$ cat config.mk
export PLATFORM = sky130hd
export DESIGN_NAME = usbsd_ctrl
export DESIGN_NICKNAME = d
export VERILOG_FILES = /design/src/verilog/usbsd_pkg.sv /design/src/verilog/usbsd_ctrl.sv /design/src/verilog/usbsd_pingpong.sv
export VERILOG_INCLUDE_DIRS = /design/src /design/src/verilog
export SDC_FILE = /design/constraint.sdc
export NUM_CORES = 2
export LEC_CHECK = 0
export ABC_AREA = 0
export BUFFER_PORTS_ARGS = -buffer_cell sky130_fd_sc_hd__buf_2
export CAP_MARGIN = 20
export CELL_PAD_IN_SITES_DETAIL_PLACEMENT = 0
export CELL_PAD_IN_SITES_GLOBAL_PLACEMENT = 1
export CORE_UTILIZATION = 45
export DETAILED_ROUTE_END_ITERATION = 16
export PLACE_DENSITY_LB_ADDON = 0.1
export REMOVE_ABC_BUFFERS = 1
export SYNTH_ARGS = -nofsm -noshare
export SYNTH_HDL_FRONTEND = slang
export SYNTH_HIERARCHICAL = 1
export SYNTH_SLANG_ARGS = --single-unit
$ cat constraint.sdc
create_clock -name clk_i -period 10.3 [get_ports clk_i]
set_clock_uncertainty 0.1 [all_clocks]
set_input_delay 1.03 -clock clk_i [delete_from_list [all_inputs] [get_ports clk_i]]
set_output_delay 1.03 -clock clk_i [all_outputs]
set_load 0.01 [all_outputs]
$ cat src/verilog/usbsd_regs.svh
`ifndef USBSD_REGS_SVH
`define USBSD_REGS_SVH

// Byte offsets on the register bus
`define USBSD_OFS_DMA_SETTING 8'h00
`define USBSD_OFS_EP_TRIGGER  8'h04
`define USBSD_OFS_STALL_REQ   8'h08
`define USBSD_OFS_STATUS      8'h0C
`define USBSD_OFS_EP1_DATA    8'h10
`define USBSD_OFS_EP2_DATA    8'h14
`define USBSD_OFS_SETUP_DATA  8'h18

// DMA setting register fields and reset value
`define USBSD_DMA_EP1_EN 0
`define USBSD_DMA_EP2_EN 1
`define USBSD_DMA_PULLUP 2
`define USBSD_DMA_RST    3'h0

// Endpoint trigger register fields (write-only pulses)
`define USBSD_TRG_EP1_DONE  0
`define USBSD_TRG_EP2_READY 1
`define USBSD_TRG_EP1_CLR   2
`define USBSD_TRG_EP2_CLR   3

// Status register fields; stall bits sit in [3:0]
`define USBSD_ST_XFER_REQ    4
`define USBSD_ST_SETUP_ABORT 5
`define USBSD_ST_VBUS        6
`define USBSD_ST_SETUP_RDY   7
`define USBSD_ST_LEFT_LSB    8
`define USBSD_ST_LEFT_MSB    14

// Sizes and reset values
`define USBSD_STALL_RST  4'h0
`define USBSD_PKT_MAX    7'h40
`define USBSD_SETUP_LAST 3'h7
`define USBSD_BYTE_SEL   4'h1

`endif

$ cat src/verilog/usbsd_pkg.sv
package usbsd_pkg;

  // Token kinds from the protocol engine
  typedef enum logic [1:0] {
    USBSD_PID_OUT   = 2'h0,
    USBSD_PID_IN    = 2'h1,
    USBSD_PID_SETUP = 2'h2
  } usbsd_pid_t;

  // Handshake answers to a token
  typedef enum logic [1:0] {
    USBSD_HS_ACK   = 2'h0,
    USBSD_HS_NAK   = 2'h1,
    USBSD_HS_STALL = 2'h2,
    USBSD_HS_DATA  = 2'h3
  } usbsd_hs_t;

  // Bulk-in transmit states, one-hot
  typedef enum logic [1:0] {
    USBSD_TX_IDLE = 2'h1,
    USBSD_TX_BUSY = 2'h2
  } usbsd_tx_state_t;

endpackage : usbsd_pkg

$ cat src/verilog/usbsd_ctrl.sv
// Implementation choices: register access over Wishbone and the register offsets.
`timescale 1ns/100ps
`include "usbsd_regs.svh"

module usbsd_ctrl
(
  input  wire logic                   clk_i,
  input  wire logic                   rst_i,
  input  wire logic                   wb_cyc_i,
  input  wire logic                   wb_stb_i,
  input  wire logic                   wb_we_i,
  input  wire logic [7:0]             wb_adr_i,
  input  wire logic [3:0]             wb_sel_i,
  input  wire logic [31:0]            wb_dat_i,
  output logic      [31:0]            wb_dat_o,
  output logic                        wb_ack_o,
  input  wire logic                   tok_valid_i,
  input  wire usbsd_pkg::usbsd_pid_t  tok_pid_i,
  input  wire logic [1:0]             tok_ep_i,
  input  wire logic                   rx_valid_i,
  input  wire logic [7:0]             rx_data_i,
  input  wire logic                   rx_end_i,
  input  wire logic                   rx_abort_i,
  input  wire logic                   feat_set_i,
  input  wire logic                   feat_clr_i,
  input  wire logic [1:0]             feat_ep_i,
  input  wire logic                   viol_i,
  input  wire logic [1:0]             viol_ep_i,
  input  wire logic                   tx_rd_i,
  input  wire logic                   tx_ack_i,
  input  wire logic                   vbus_i,
  output logic                        hs_valid_o,
  output usbsd_pkg::usbsd_hs_t        hs_code_o,
  output logic      [7:0]             tx_data_o,
  output logic      [6:0]             tx_len_o,
  output logic                        dma_req1_o,
  output logic                        dma_req2_o,
  output logic                        pullup_o
);
  import usbsd_pkg::*;

  logic [2:0]      dma_set_reg;
  logic [3:0]      app_stall_request_bits;
  logic [3:0]      stall_bits_reg;
  logic            xfer_req_flag_reg;
  logic            xfer_req_pend_reg;
  logic            setup_abort_reg;
  logic            setup_busy_reg;
  logic            setup_rdy_reg;
  logic [7:0]      setup_mem_reg [0:7];
  logic [2:0]      setup_widx_reg;
  logic [2:0]      setup_ridx_reg;
  logic [1:0]      rx_tgt_reg;
  usbsd_tx_state_t tx_state_reg;
  logic            wb_hit;
  logic            wr_hit;
  logic            rd_hit;
  logic            byte_acc;
  logic [3:0]      trig;
  logic            tok_norm;
  logic            setup0;
  logic            ep1_commit;
  logic            ep1_discard;
  logic            ep1_release;
  logic            ep2_commit;
  logic            ep2_release;
  logic [7:0]      ep1_rd_data;
  logic            ep1_rd_valid;
  logic [6:0]      ep1_rd_left;
  logic            ep1_wr_free;
  logic [6:0]      ep1_wr_cnt;
  logic [7:0]      ep2_rd_data;
  logic            ep2_rd_valid;
  logic [6:0]      ep2_rd_left;
  logic            ep2_wr_free;
  logic [6:0]      ep2_wr_cnt;
  logic [31:0]     status;

  // Bus decode: one access taken per request, answered next cycle
  assign wb_hit   = wb_cyc_i && wb_stb_i && !wb_ack_o;
  assign wr_hit   = wb_hit && wb_we_i;
  assign rd_hit   = wb_hit && !wb_we_i;
  assign byte_acc = (wb_sel_i == `USBSD_BYTE_SEL);
  assign trig     = (wr_hit && wb_adr_i == `USBSD_OFS_EP_TRIGGER) ? wb_dat_i[3:0] : 4'h0;

  // Token classification
  assign setup0   = tok_valid_i && tok_pid_i == USBSD_PID_SETUP && tok_ep_i == 2'h0;
  assign tok_norm = tok_valid_i && !setup0;

  // Endpoint 1 buffer control
  assign ep1_commit  = rx_end_i && rx_tgt_reg == 2'h1 && !(dma_set_reg[`USBSD_DMA_EP1_EN] && ep1_wr_cnt == 7'h00);
  assign ep1_discard = (rx_end_i || rx_abort_i) && rx_tgt_reg == 2'h1 && !ep1_commit;
  assign ep1_release = dma_set_reg[`USBSD_DMA_EP1_EN] ? (ep1_rd_valid && ep1_rd_left == 7'h00)
                                                      : trig[`USBSD_TRG_EP1_DONE];

  // Endpoint 2 buffer control
  assign ep2_commit  = trig[`USBSD_TRG_EP2_READY] || (dma_set_reg[`USBSD_DMA_EP2_EN] && ep2_wr_free
                       && ep2_wr_cnt == `USBSD_PKT_MAX);
  assign ep2_release = tx_ack_i && tx_state_reg == USBSD_TX_BUSY;

  usbsd_pingpong u_ep1
  (
    .clk_i      (clk_i),
    .rst_i      (rst_i),
    .clear_i    (trig[`USBSD_TRG_EP1_CLR] && !dma_set_reg[`USBSD_DMA_EP1_EN]),
    .wr_en_i    (rx_valid_i && rx_tgt_reg == 2'h1),
    .wr_data_i  (rx_data_i),
    .commit_i   (ep1_commit),
    .discard_i  (ep1_discard),
    .rd_en_i    (rd_hit && byte_acc && wb_adr_i == `USBSD_OFS_EP1_DATA),
    .release_i  (ep1_release),
    .rd_data_o  (ep1_rd_data),
    .rd_valid_o (ep1_rd_valid),
    .rd_left_o  (ep1_rd_left),
    .wr_free_o  (ep1_wr_free),
    .wr_cnt_o   (ep1_wr_cnt)
  );

  usbsd_pingpong u_ep2
  (
    .clk_i      (clk_i),
    .rst_i      (rst_i),
    .clear_i    (trig[`USBSD_TRG_EP2_CLR]),
    .wr_en_i    (wr_hit && byte_acc && wb_adr_i == `USBSD_OFS_EP2_DATA),
    .wr_data_i  (wb_dat_i[7:0]),
    .commit_i   (ep2_commit),
    .discard_i  (1'b0),
    .rd_en_i    (tx_rd_i && tx_state_reg == USBSD_TX_BUSY),
    .release_i  (ep2_release),
    .rd_data_o  (ep2_rd_data),
    .rd_valid_o (ep2_rd_valid),
    .rd_left_o  (ep2_rd_left),
    .wr_free_o  (ep2_wr_free),
    .wr_cnt_o   (ep2_wr_cnt)
  );

  // Software-written control registers
  always_ff @(posedge clk_i)
  begin
    if (rst_i)
    begin
      dma_set_reg            <= `USBSD_DMA_RST;
      app_stall_request_bits <= `USBSD_STALL_RST;
    end
    else if (wr_hit && wb_adr_i == `USBSD_OFS_DMA_SETTING)
    begin
      dma_set_reg <= wb_dat_i[2:0];
    end
    else if (wr_hit && wb_adr_i == `USBSD_OFS_STALL_REQ)
    begin
      app_stall_request_bits <= wb_dat_i[3:0];
    end
  end

  // Internal stall bits; any set wins over a clear
  for (genvar e = 0; e < 4; e++)
  begin : g_stall
    always_ff @(posedge clk_i)
    begin
      if (rst_i)
      begin
        stall_bits_reg[e] <= 1'b0;
      end
      else if ((feat_set_i && feat_ep_i == 2'(e)) || (viol_i && viol_ep_i == 2'(e)))
      begin
        stall_bits_reg[e] <= 1'b1;
      end
      else if (tok_norm && tok_ep_i == 2'(e) && app_stall_request_bits[e])
      begin
        stall_bits_reg[e] <= 1'b1;
      end
      else if ((e == 0) ? setup0 : (feat_clr_i && feat_ep_i == 2'(e)))
      begin
        stall_bits_reg[e] <= 1'b0;
      end
    end
  end

  // Token answer, receive target and transmit state
  always_ff @(posedge clk_i)
  begin
    if (rst_i)
    begin
      hs_valid_o        <= 1'b0;
      hs_code_o         <= USBSD_HS_ACK;
      rx_tgt_reg        <= 2'h0;
      xfer_req_pend_reg <= 1'b0;
      tx_state_reg      <= USBSD_TX_IDLE;
      tx_len_o          <= 7'h00;
    end
    else
    begin
      hs_valid_o        <= tok_valid_i;
      xfer_req_pend_reg <= 1'b0;
      if (rx_end_i || rx_abort_i)
      begin
        rx_tgt_reg <= 2'h0;
      end
      if (ep2_release)
      begin
        tx_state_reg <= USBSD_TX_IDLE;
      end
      if (setup0)
      begin
        hs_code_o  <= USBSD_HS_ACK;
        rx_tgt_reg <= 2'h0;
      end
      else if (tok_valid_i && (stall_bits_reg[tok_ep_i] || app_stall_request_bits[tok_ep_i]))
      begin
        hs_code_o <= USBSD_HS_STALL;
      end
      else if (tok_valid_i && tok_ep_i == 2'h1 && tok_pid_i == USBSD_PID_OUT)
      begin
        hs_code_o  <= ep1_wr_free ? USBSD_HS_ACK : USBSD_HS_NAK;
        rx_tgt_reg <= ep1_wr_free ? 2'h1 : 2'h0;
      end
      else if (tok_valid_i && tok_ep_i == 2'h2 && tok_pid_i == USBSD_PID_IN)
      begin
        case (tx_state_reg)
          USBSD_TX_IDLE:
          begin
            if (ep2_rd_valid)
            begin
              hs_code_o    <= USBSD_HS_DATA;
              tx_len_o     <= ep2_rd_left;
              tx_state_reg <= USBSD_TX_BUSY;
            end
            else
            begin
              hs_code_o         <= USBSD_HS_NAK;
              xfer_req_pend_reg <= 1'b1;
            end
          end
          default:
          begin
            hs_code_o <= USBSD_HS_NAK;
          end
        endcase
      end
      else if (tok_valid_i)
      begin
        hs_code_o <= USBSD_HS_ACK;
      end
    end
  end

  // Transmit byte out to the protocol engine
  always_ff @(posedge clk_i)
  begin
    if (rst_i)
    begin
      tx_data_o <= 8'h00;
    end
    else if (tx_rd_i && tx_state_reg == USBSD_TX_BUSY)
    begin
      tx_data_o <= ep2_rd_data;
    end
  end

  // Setup buffer: USB writes win over CPU reads
  always_ff @(posedge clk_i)
  begin
    if (rst_i)
    begin
      setup_widx_reg <= 3'h0;
      setup_ridx_reg <= 3'h0;
      setup_busy_reg <= 1'b0;
      setup_rdy_reg  <= 1'b0;
    end
    else if (setup0)
    begin
      setup_widx_reg <= 3'h0;
      setup_ridx_reg <= 3'h0;
      setup_busy_reg <= 1'b1;
      setup_rdy_reg  <= 1'b0;
    end
    else if (setup_busy_reg)
    begin
      if (rx_valid_i)
      begin
        setup_mem_reg[setup_widx_reg] <= rx_data_i;
        setup_widx_reg                <= setup_widx_reg + 3'h1;
      end
      if (rx_end_i || rx_abort_i)
      begin
        setup_busy_reg <= 1'b0;
        setup_rdy_reg  <= rx_end_i;
      end
    end
    else if (rd_hit && wb_adr_i == `USBSD_OFS_SETUP_DATA)
    begin
      setup_ridx_reg <= setup_ridx_reg + 3'h1;
      if (setup_ridx_reg == `USBSD_SETUP_LAST)
      begin
        setup_rdy_reg <= 1'b0;
      end
    end
  end

  // Sticky flags, cleared by writing one to status; a set wins
  always_ff @(posedge clk_i)
  begin
    if (rst_i)
    begin
      xfer_req_flag_reg <= 1'b0;
      setup_abort_reg   <= 1'b0;
    end
    else
    begin
      if (xfer_req_pend_reg)
      begin
        xfer_req_flag_reg <= 1'b1;
      end
      else if (wr_hit && wb_adr_i == `USBSD_OFS_STATUS && wb_dat_i[`USBSD_ST_XFER_REQ])
      begin
        xfer_req_flag_reg <= 1'b0;
      end
      if ((setup0 && setup_ridx_reg != 3'h0)
          || (setup_busy_reg && rd_hit && wb_adr_i == `USBSD_OFS_SETUP_DATA))
      begin
        setup_abort_reg <= 1'b1;
      end
      else if (wr_hit && wb_adr_i == `USBSD_OFS_STATUS && wb_dat_i[`USBSD_ST_SETUP_ABORT])
      begin
        setup_abort_reg <= 1'b0;
      end
    end
  end

  // DMA requests and pull-up pin
  always_ff @(posedge clk_i)
  begin
    if (rst_i)
    begin
      dma_req1_o <= 1'b0;
      dma_req2_o <= 1'b0;
      pullup_o   <= 1'b0;
    end
    else
    begin
      dma_req1_o <= dma_set_reg[`USBSD_DMA_EP1_EN] && ep1_rd_left != 7'h00;
      dma_req2_o <= dma_set_reg[`USBSD_DMA_EP2_EN] && ep2_wr_free && ep2_wr_cnt < `USBSD_PKT_MAX;
      pullup_o   <= dma_set_reg[`USBSD_DMA_PULLUP] && vbus_i;
    end
  end

  // Status word
  always_comb
  begin
    status                                           = 32'h0000_0000;
    status[3:0]                                      = stall_bits_reg;
    status[`USBSD_ST_XFER_REQ]                       = xfer_req_flag_reg;
    status[`USBSD_ST_SETUP_ABORT]                    = setup_abort_reg;
    status[`USBSD_ST_VBUS]                           = vbus_i;
    status[`USBSD_ST_SETUP_RDY]                      = setup_rdy_reg;
    status[`USBSD_ST_LEFT_MSB:`USBSD_ST_LEFT_LSB]    = ep1_rd_left;
  end

  // Bus answer; unmapped or write-only offsets read zero
  always_ff @(posedge clk_i)
  begin
    if (rst_i)
    begin
      wb_ack_o <= 1'b0;
      wb_dat_o <= 32'h0000_0000;
    end
    else
    begin
      wb_ack_o <= wb_hit;
      if (rd_hit)
      begin
        case (wb_adr_i)
          `USBSD_OFS_DMA_SETTING: wb_dat_o <= {29'h000_0000, dma_set_reg};
          `USBSD_OFS_STALL_REQ:   wb_dat_o <= {28'h000_0000, app_stall_request_bits};
          `USBSD_OFS_STATUS:      wb_dat_o <= status;
          `USBSD_OFS_EP1_DATA:    wb_dat_o <= {24'h00_0000, (byte_acc && ep1_rd_left != 7'h00) ? ep1_rd_data : 8'h00};
          `USBSD_OFS_SETUP_DATA:  wb_dat_o <= {24'h00_0000, setup_busy_reg ? 8'h00 : setup_mem_reg[setup_ridx_reg]};
          default:                wb_dat_o <= 32'h0000_0000;
        endcase
      end
    end
  end
endmodule : usbsd_ctrl

$ cat src/verilog/usbsd_pingpong.sv
`timescale 1ns/100ps
`include "usbsd_regs.svh"

module usbsd_pingpong
(
  input  wire logic       clk_i,
  input  wire logic       rst_i,
  input  wire logic       clear_i,
  input  wire logic       wr_en_i,
  input  wire logic [7:0] wr_data_i,
  input  wire logic       commit_i,
  input  wire logic       discard_i,
  input  wire logic       rd_en_i,
  input  wire logic       release_i,
  output logic      [7:0] rd_data_o,
  output logic            rd_valid_o,
  output logic      [6:0] rd_left_o,
  output logic            wr_free_o,
  output logic      [6:0] wr_cnt_o
);

  logic [7:0] mem_reg [0:127];
  logic [1:0] valid_reg;
  logic [6:0] len_reg [0:1];
  logic       wsel_reg;
  logic       rsel_reg;
  logic [6:0] wptr_reg;
  logic [6:0] rptr_reg;
  logic       wr_ok;
  logic       rd_ok;

  // Writes stop at one packet; reads stop at the received size
  assign wr_ok = wr_en_i && !valid_reg[wsel_reg] && (wptr_reg < `USBSD_PKT_MAX);
  assign rd_ok = rd_en_i && valid_reg[rsel_reg] && (rptr_reg < len_reg[rsel_reg]);

  // Byte storage, both banks in one array
  always_ff @(posedge clk_i)
  begin
    if (wr_ok)
    begin
      mem_reg[{wsel_reg, wptr_reg[5:0]}] <= wr_data_i;
    end
  end

  // Fill side: commit hands the bank over and moves to the other one
  always_ff @(posedge clk_i)
  begin
    if (rst_i || clear_i)
    begin
      wsel_reg <= 1'b0;
      wptr_reg <= 7'h00;
    end
    else if (commit_i && !valid_reg[wsel_reg])
    begin
      wsel_reg <= ~wsel_reg;
      wptr_reg <= 7'h00;
    end
    else if (discard_i)
    begin
      wptr_reg <= 7'h00;
    end
    else if (wr_ok)
    begin
      wptr_reg <= wptr_reg + 7'h01;
    end
  end

  // Drain side: release frees the bank and switches
  always_ff @(posedge clk_i)
  begin
    if (rst_i || clear_i)
    begin
      rsel_reg <= 1'b0;
      rptr_reg <= 7'h00;
    end
    else if (release_i && valid_reg[rsel_reg])
    begin
      rsel_reg <= ~rsel_reg;
      rptr_reg <= 7'h00;
    end
    else if (rd_ok)
    begin
      rptr_reg <= rptr_reg + 7'h01;
    end
  end

  // Per-bank valid flag and packet length
  for (genvar b = 0; b < 2; b++)
  begin : g_bank
    always_ff @(posedge clk_i)
    begin
      if (rst_i || clear_i)
      begin
        valid_reg[b] <= 1'b0;
        len_reg[b]   <= 7'h00;
      end
      else if (release_i && valid_reg[b] && (rsel_reg == 1'(b)))
      begin
        valid_reg[b] <= 1'b0;
      end
      else if (commit_i && !valid_reg[b] && (wsel_reg == 1'(b)))
      begin
        valid_reg[b] <= 1'b1;
        len_reg[b]   <= wptr_reg;
      end
    end
  end

  // Views of the current banks
  assign rd_data_o  = mem_reg[{rsel_reg, rptr_reg[5:0]}];
  assign rd_valid_o = valid_reg[rsel_reg];
  assign rd_left_o  = valid_reg[rsel_reg] ? (len_reg[rsel_reg] - rptr_reg) : 7'h00;
  assign wr_free_o  = !valid_reg[wsel_reg];
  assign wr_cnt_o   = wptr_reg;

endmodule : usbsd_pingpong

==> results by group <==
Detailed routing
  • Total wire length: 239,000 um
  • Via count: between 40,000 and 50,000
  • DRC: 0
  • Antenna-violating nets left: 0
  • TritonRoute pass-1 iters: 5
  • Avg WL per Cell: slightly above 30 um
  • Via-per-instance ratio: just under 6
  • Starting DRT DRC Count: 3,907

Yosys
  • Post-synth EDFFs: between 2,000 and 2,500
  • Synth Instances: about 4,700
  • Cell variety after synth: 82
  • Most used flip-flop cell after synthesis: edfxtp_1
  • Register area share after synthesis: 74.5%
  • Post-synthesis async set-or-reset flop share: 0%
  • Mapped cell area: roughly 0.09 mm^2
  • Number of synthesized register bits: 2,244
  • Ys Warns: 6
  • Mean Syn Cell Area: roughly 19 um^2

Critical path
  • Slowest-stage cell, CP: dfxtp_4
  • R2r setup slk: approximately 5.3 ns
  • Startpoint Class: register
  • CP Class: register to register
  • Critical Path AT: ~5.6 ns
  • Endpoint class of the critical path: register
  • CP Cell Sequence: buf_12, ha_1, inv_1, fa_1, a21o_1, a21oi_1, xor2_1, nor2_1, or4_1, nor4_2, nand3_1, o21ai_0, inv_1, o21ai_1, nor2_1
  • Reg2reg end: u_ep1/rptr_reg[6]
  • Max FO, Critical Path: 89
  • R2R cell count: 15
  • Worst path max stage delay: ~0.76 ns
  • Req. time, crit path: between 10 and 15 ns
  • Reg2Reg Launch Point: u_ep1/rptr_reg[0]

Finish
  • Final #Nets: about 5,000
  • Share of cells above drive strength 1: a little under a fifth
  • Non-Filler Instances: a little under 8,000
  • Post-route cell area: slightly below 0.1 mm^2
  • Syn-to-layout area delta: 11.5%
  • Filler instances: roughly 16,000

Placement
  • Dpl cell area: 0.0920 mm^2
  • Post-DP HPWL: around 150,000 um
  • Placed cells: ~7,300
  • Placer Congestion: roughly 0.78
  • Port Buffer Count: 87

Power and ir drop
  • Pleak: 0.0301 uW
  • Max VDD drop: about 160 uV
  • Pwr dens: 184 mW/mm^2

Timing
  • Final worst path period share: ~48%
  • Final hold violation count: 0
  • Maximum clock frequency: 0.201 GHz
  • Max-Slew Margin vs Limit: between 20% and 30%
  • Slew @ Worst Pin: approximately 1.2 ns
  • RSZ-0062 raised after global routing: false
  • Final Setup Violations: 0
  • Final min period: a little under 5 ns
  • Max Slew Vio Count: 0

Clock network
  • CTS tree: done
  • Hold buffer count at CTS: 0
  • Worst-Skew Late Latency: 0.85 ns
  • H-tree depth: 4
  • Longest Clk Path Bufs: 3
  • CTS Sinks: approximately 2,200
  • CTS root buffer: clkbuf_16
  • Clock Pin Slew Worst Setup and Hold Paths: 0.06 ns
  • CTS buffer count: between 200 and 250
  • Postcts setup bufs: 0
  • Post-CTS resize count: 0

Job
  • Max Cap Violations: 0

Global route
  • Global Route Usage Sum: about a quarter
  • First-pass GRT wire length: 340,000 um
  • Largest net degree at the start of global routing: 109
  • Vias in the first global route: about 46,000
  • Initial antenna violation count: 5
  • Grt total ovfl: 0

Status
  • Status: completed

Floorplanning
  • Initial Utilization: 45.5%
  • Core area: a little under 0.2 mm^2
  • Row count: about 160
  • Die H: ~450 um
  • Die area: ~0.2 mm^2
  • Ports: between 100 and 150
  • Die X: roughly 450 um

Worst hold path
  • Hold Crit Endpoint: wb_ack_o
  • Hold Crit Class: primary input to register
  • Hold_sp: wb_stb_i
  • Hold Path Depth: 3
## critical path, delay by kind of cell (launching register included)
family                   cells  cell delay [ns]
AO/OA/AOI/OAI                4             1.17
XOR/XNOR                     1             0.21
adder cells (fa/ha/maj)      2             0.70
buffers and inverters        3             0.69
flip-flops                   1             0.76
AND/OR/NAND/NOR              5             1.12
## synth_stat cells (7+ instances only)
cell type     n  area [um^2]
nand4_1      14         87.6
mux2i_1     338         3380
buf_4        64          480
a31oi_1      21          131
o32a_1       13          130
and2_1       39          244
buf_2        81          405
xor2_1       11         96.3
mux4_2      380         8560
dfxtp_1     104         2080
nand2_1     217          815
mux4_1       13          342
nor2_1      389         1460
nand3b_1     12         90.1
o22ai_1      61          382
nand2b_1     12         75.1
o21ai_0      43          215
inv_1        27          101
a2111oi_0    15          131
a21oi_1     103          515
edfxtp_1   2140        64300
clkbuf_1     73          274
nand3_1      52          260
a22o_1       25          219
mux2_2       33          372
o221ai_1     32          280
o211ai_1     11         82.6
a211oi_1     63          473
nor3_1       17         85.1
a2111oi_2     7          105
ha_1         30          375
a22oi_1      75          563
nor2b_1      32          200
xnor2_1      21          184
buf_6        32          360
a221oi_1     20          175
a311oi_1      9         78.8
## per-stage QoR
stage | utilization [%] | total power, uW | hold WS, ns | TNS (ns) | worst slack [ns]
2_1_floorplan | - | 10200 | 0.313 | -43.90 | -1.78
3_3_place_gp | 47.0 | 10400 | 0.326 | 0 | 5.10
3_5_place_dp | 47.0 | 10400 | 0.327 | 0 | 5.09
4_1_cts | 50.7 | 18500 | 0.248 | 0 | 5.06
5_1_grt | 50.7 | 18800 | 0.292 | 0 | 4.76
6_report | 50.7 | 18300 | 0.326 | 0 | 5.33
## power breakdown
part,switching [uW],internal [uW]
Combinational,195,31.9
Clock,3460,4640
Sequential,3.59,9990
## worst max-delay path by stage
| stage | startpoint | to | slack, ns | cells past startpoint |
|---|---|---|---|---|
| floorplan | u_ep1/rptr_reg[1] | u_ep1/rptr_reg[0] | -1.78 | 13 |
| global placement | u_ep1/rptr_reg[0] | u_ep1/rptr_reg[0] | 5.10 | 15 |
| detailed placement | u_ep1/rptr_reg[0] | u_ep1/rptr_reg[6] | 5.09 | 15 |
| CTS | u_ep1/rptr_reg[0] | u_ep1/rptr_reg[2] | 5.06 | 15 |
| global route | u_ep1/rptr_reg[0] | u_ep1/rptr_reg[3] | 4.76 | 15 |
| finish | u_ep1/rptr_reg[0] | u_ep1/rptr_reg[6] | 5.33 | 15 |
## kinds of logic (layout without fill, tap and decap cells)
group	count (synthesis)	in the layout	synth area share [%]
compound gates	529	529	4.19
xor+xnor	32	32	0.315
fa+ha+maj	32	32	0.467
buf+inv	294	631	1.96
flops	2244	2244	74.5
mux	764	764	14.2
other cells	1	22	0.00421
simple gates	848	848	4.34
## routing by layer
layer	vias to the layer above	share of wire (%)	global-route usage, %
li1	19559	-	-
met4	0	3.3	7.97
met2	1274	49	39.4
met1	24376	43	33.0
met5	-	0	0
met3	352	5.0	3.37
## layout by cell type (no fill, tap or decap), types with 20 or more instances in the layout
master     count
edfxtp_1    2140
nor2_1       389
mux4_2       380
mux2i_1      338
clkbuf_16    235
nand2_1      206
a21oi_1      103
dfxtp_1       97
buf_4         92
a22oi_1       75
buf_2         71
a211oi_1      63
o22ai_1       61
clkinv_1      58
nand3_1       52
clkinv_2      50
clkbuf_1      47
o21ai_0       43
and2_1        39
mux2_2        33
o221ai_1      32
ha_1          30
nor2b_1       28
inv_1         27
a22o_1        25
a31oi_1       21
xnor2_1       21
a221oi_1      20
## final cells by class
class | count | area [um^2] | area share (%)
Antenna cell | 4 | 10.0 | 0.0101
Clock buffer | 284 | 6080 | 6.13
Clock inverter | 144 | 1210 | 1.22
Inverter | 34 | 128 | 0.128
Multi-Input combinational cell | 2223 | 21100 | 21.2
Sequential cell | 2244 | 66400 | 66.8
Tap cell | 2624 | 3280 | 3.31
Timing Repair Buffer | 169 | 1170 | 1.17
Power figures use the tool's default switching activity.
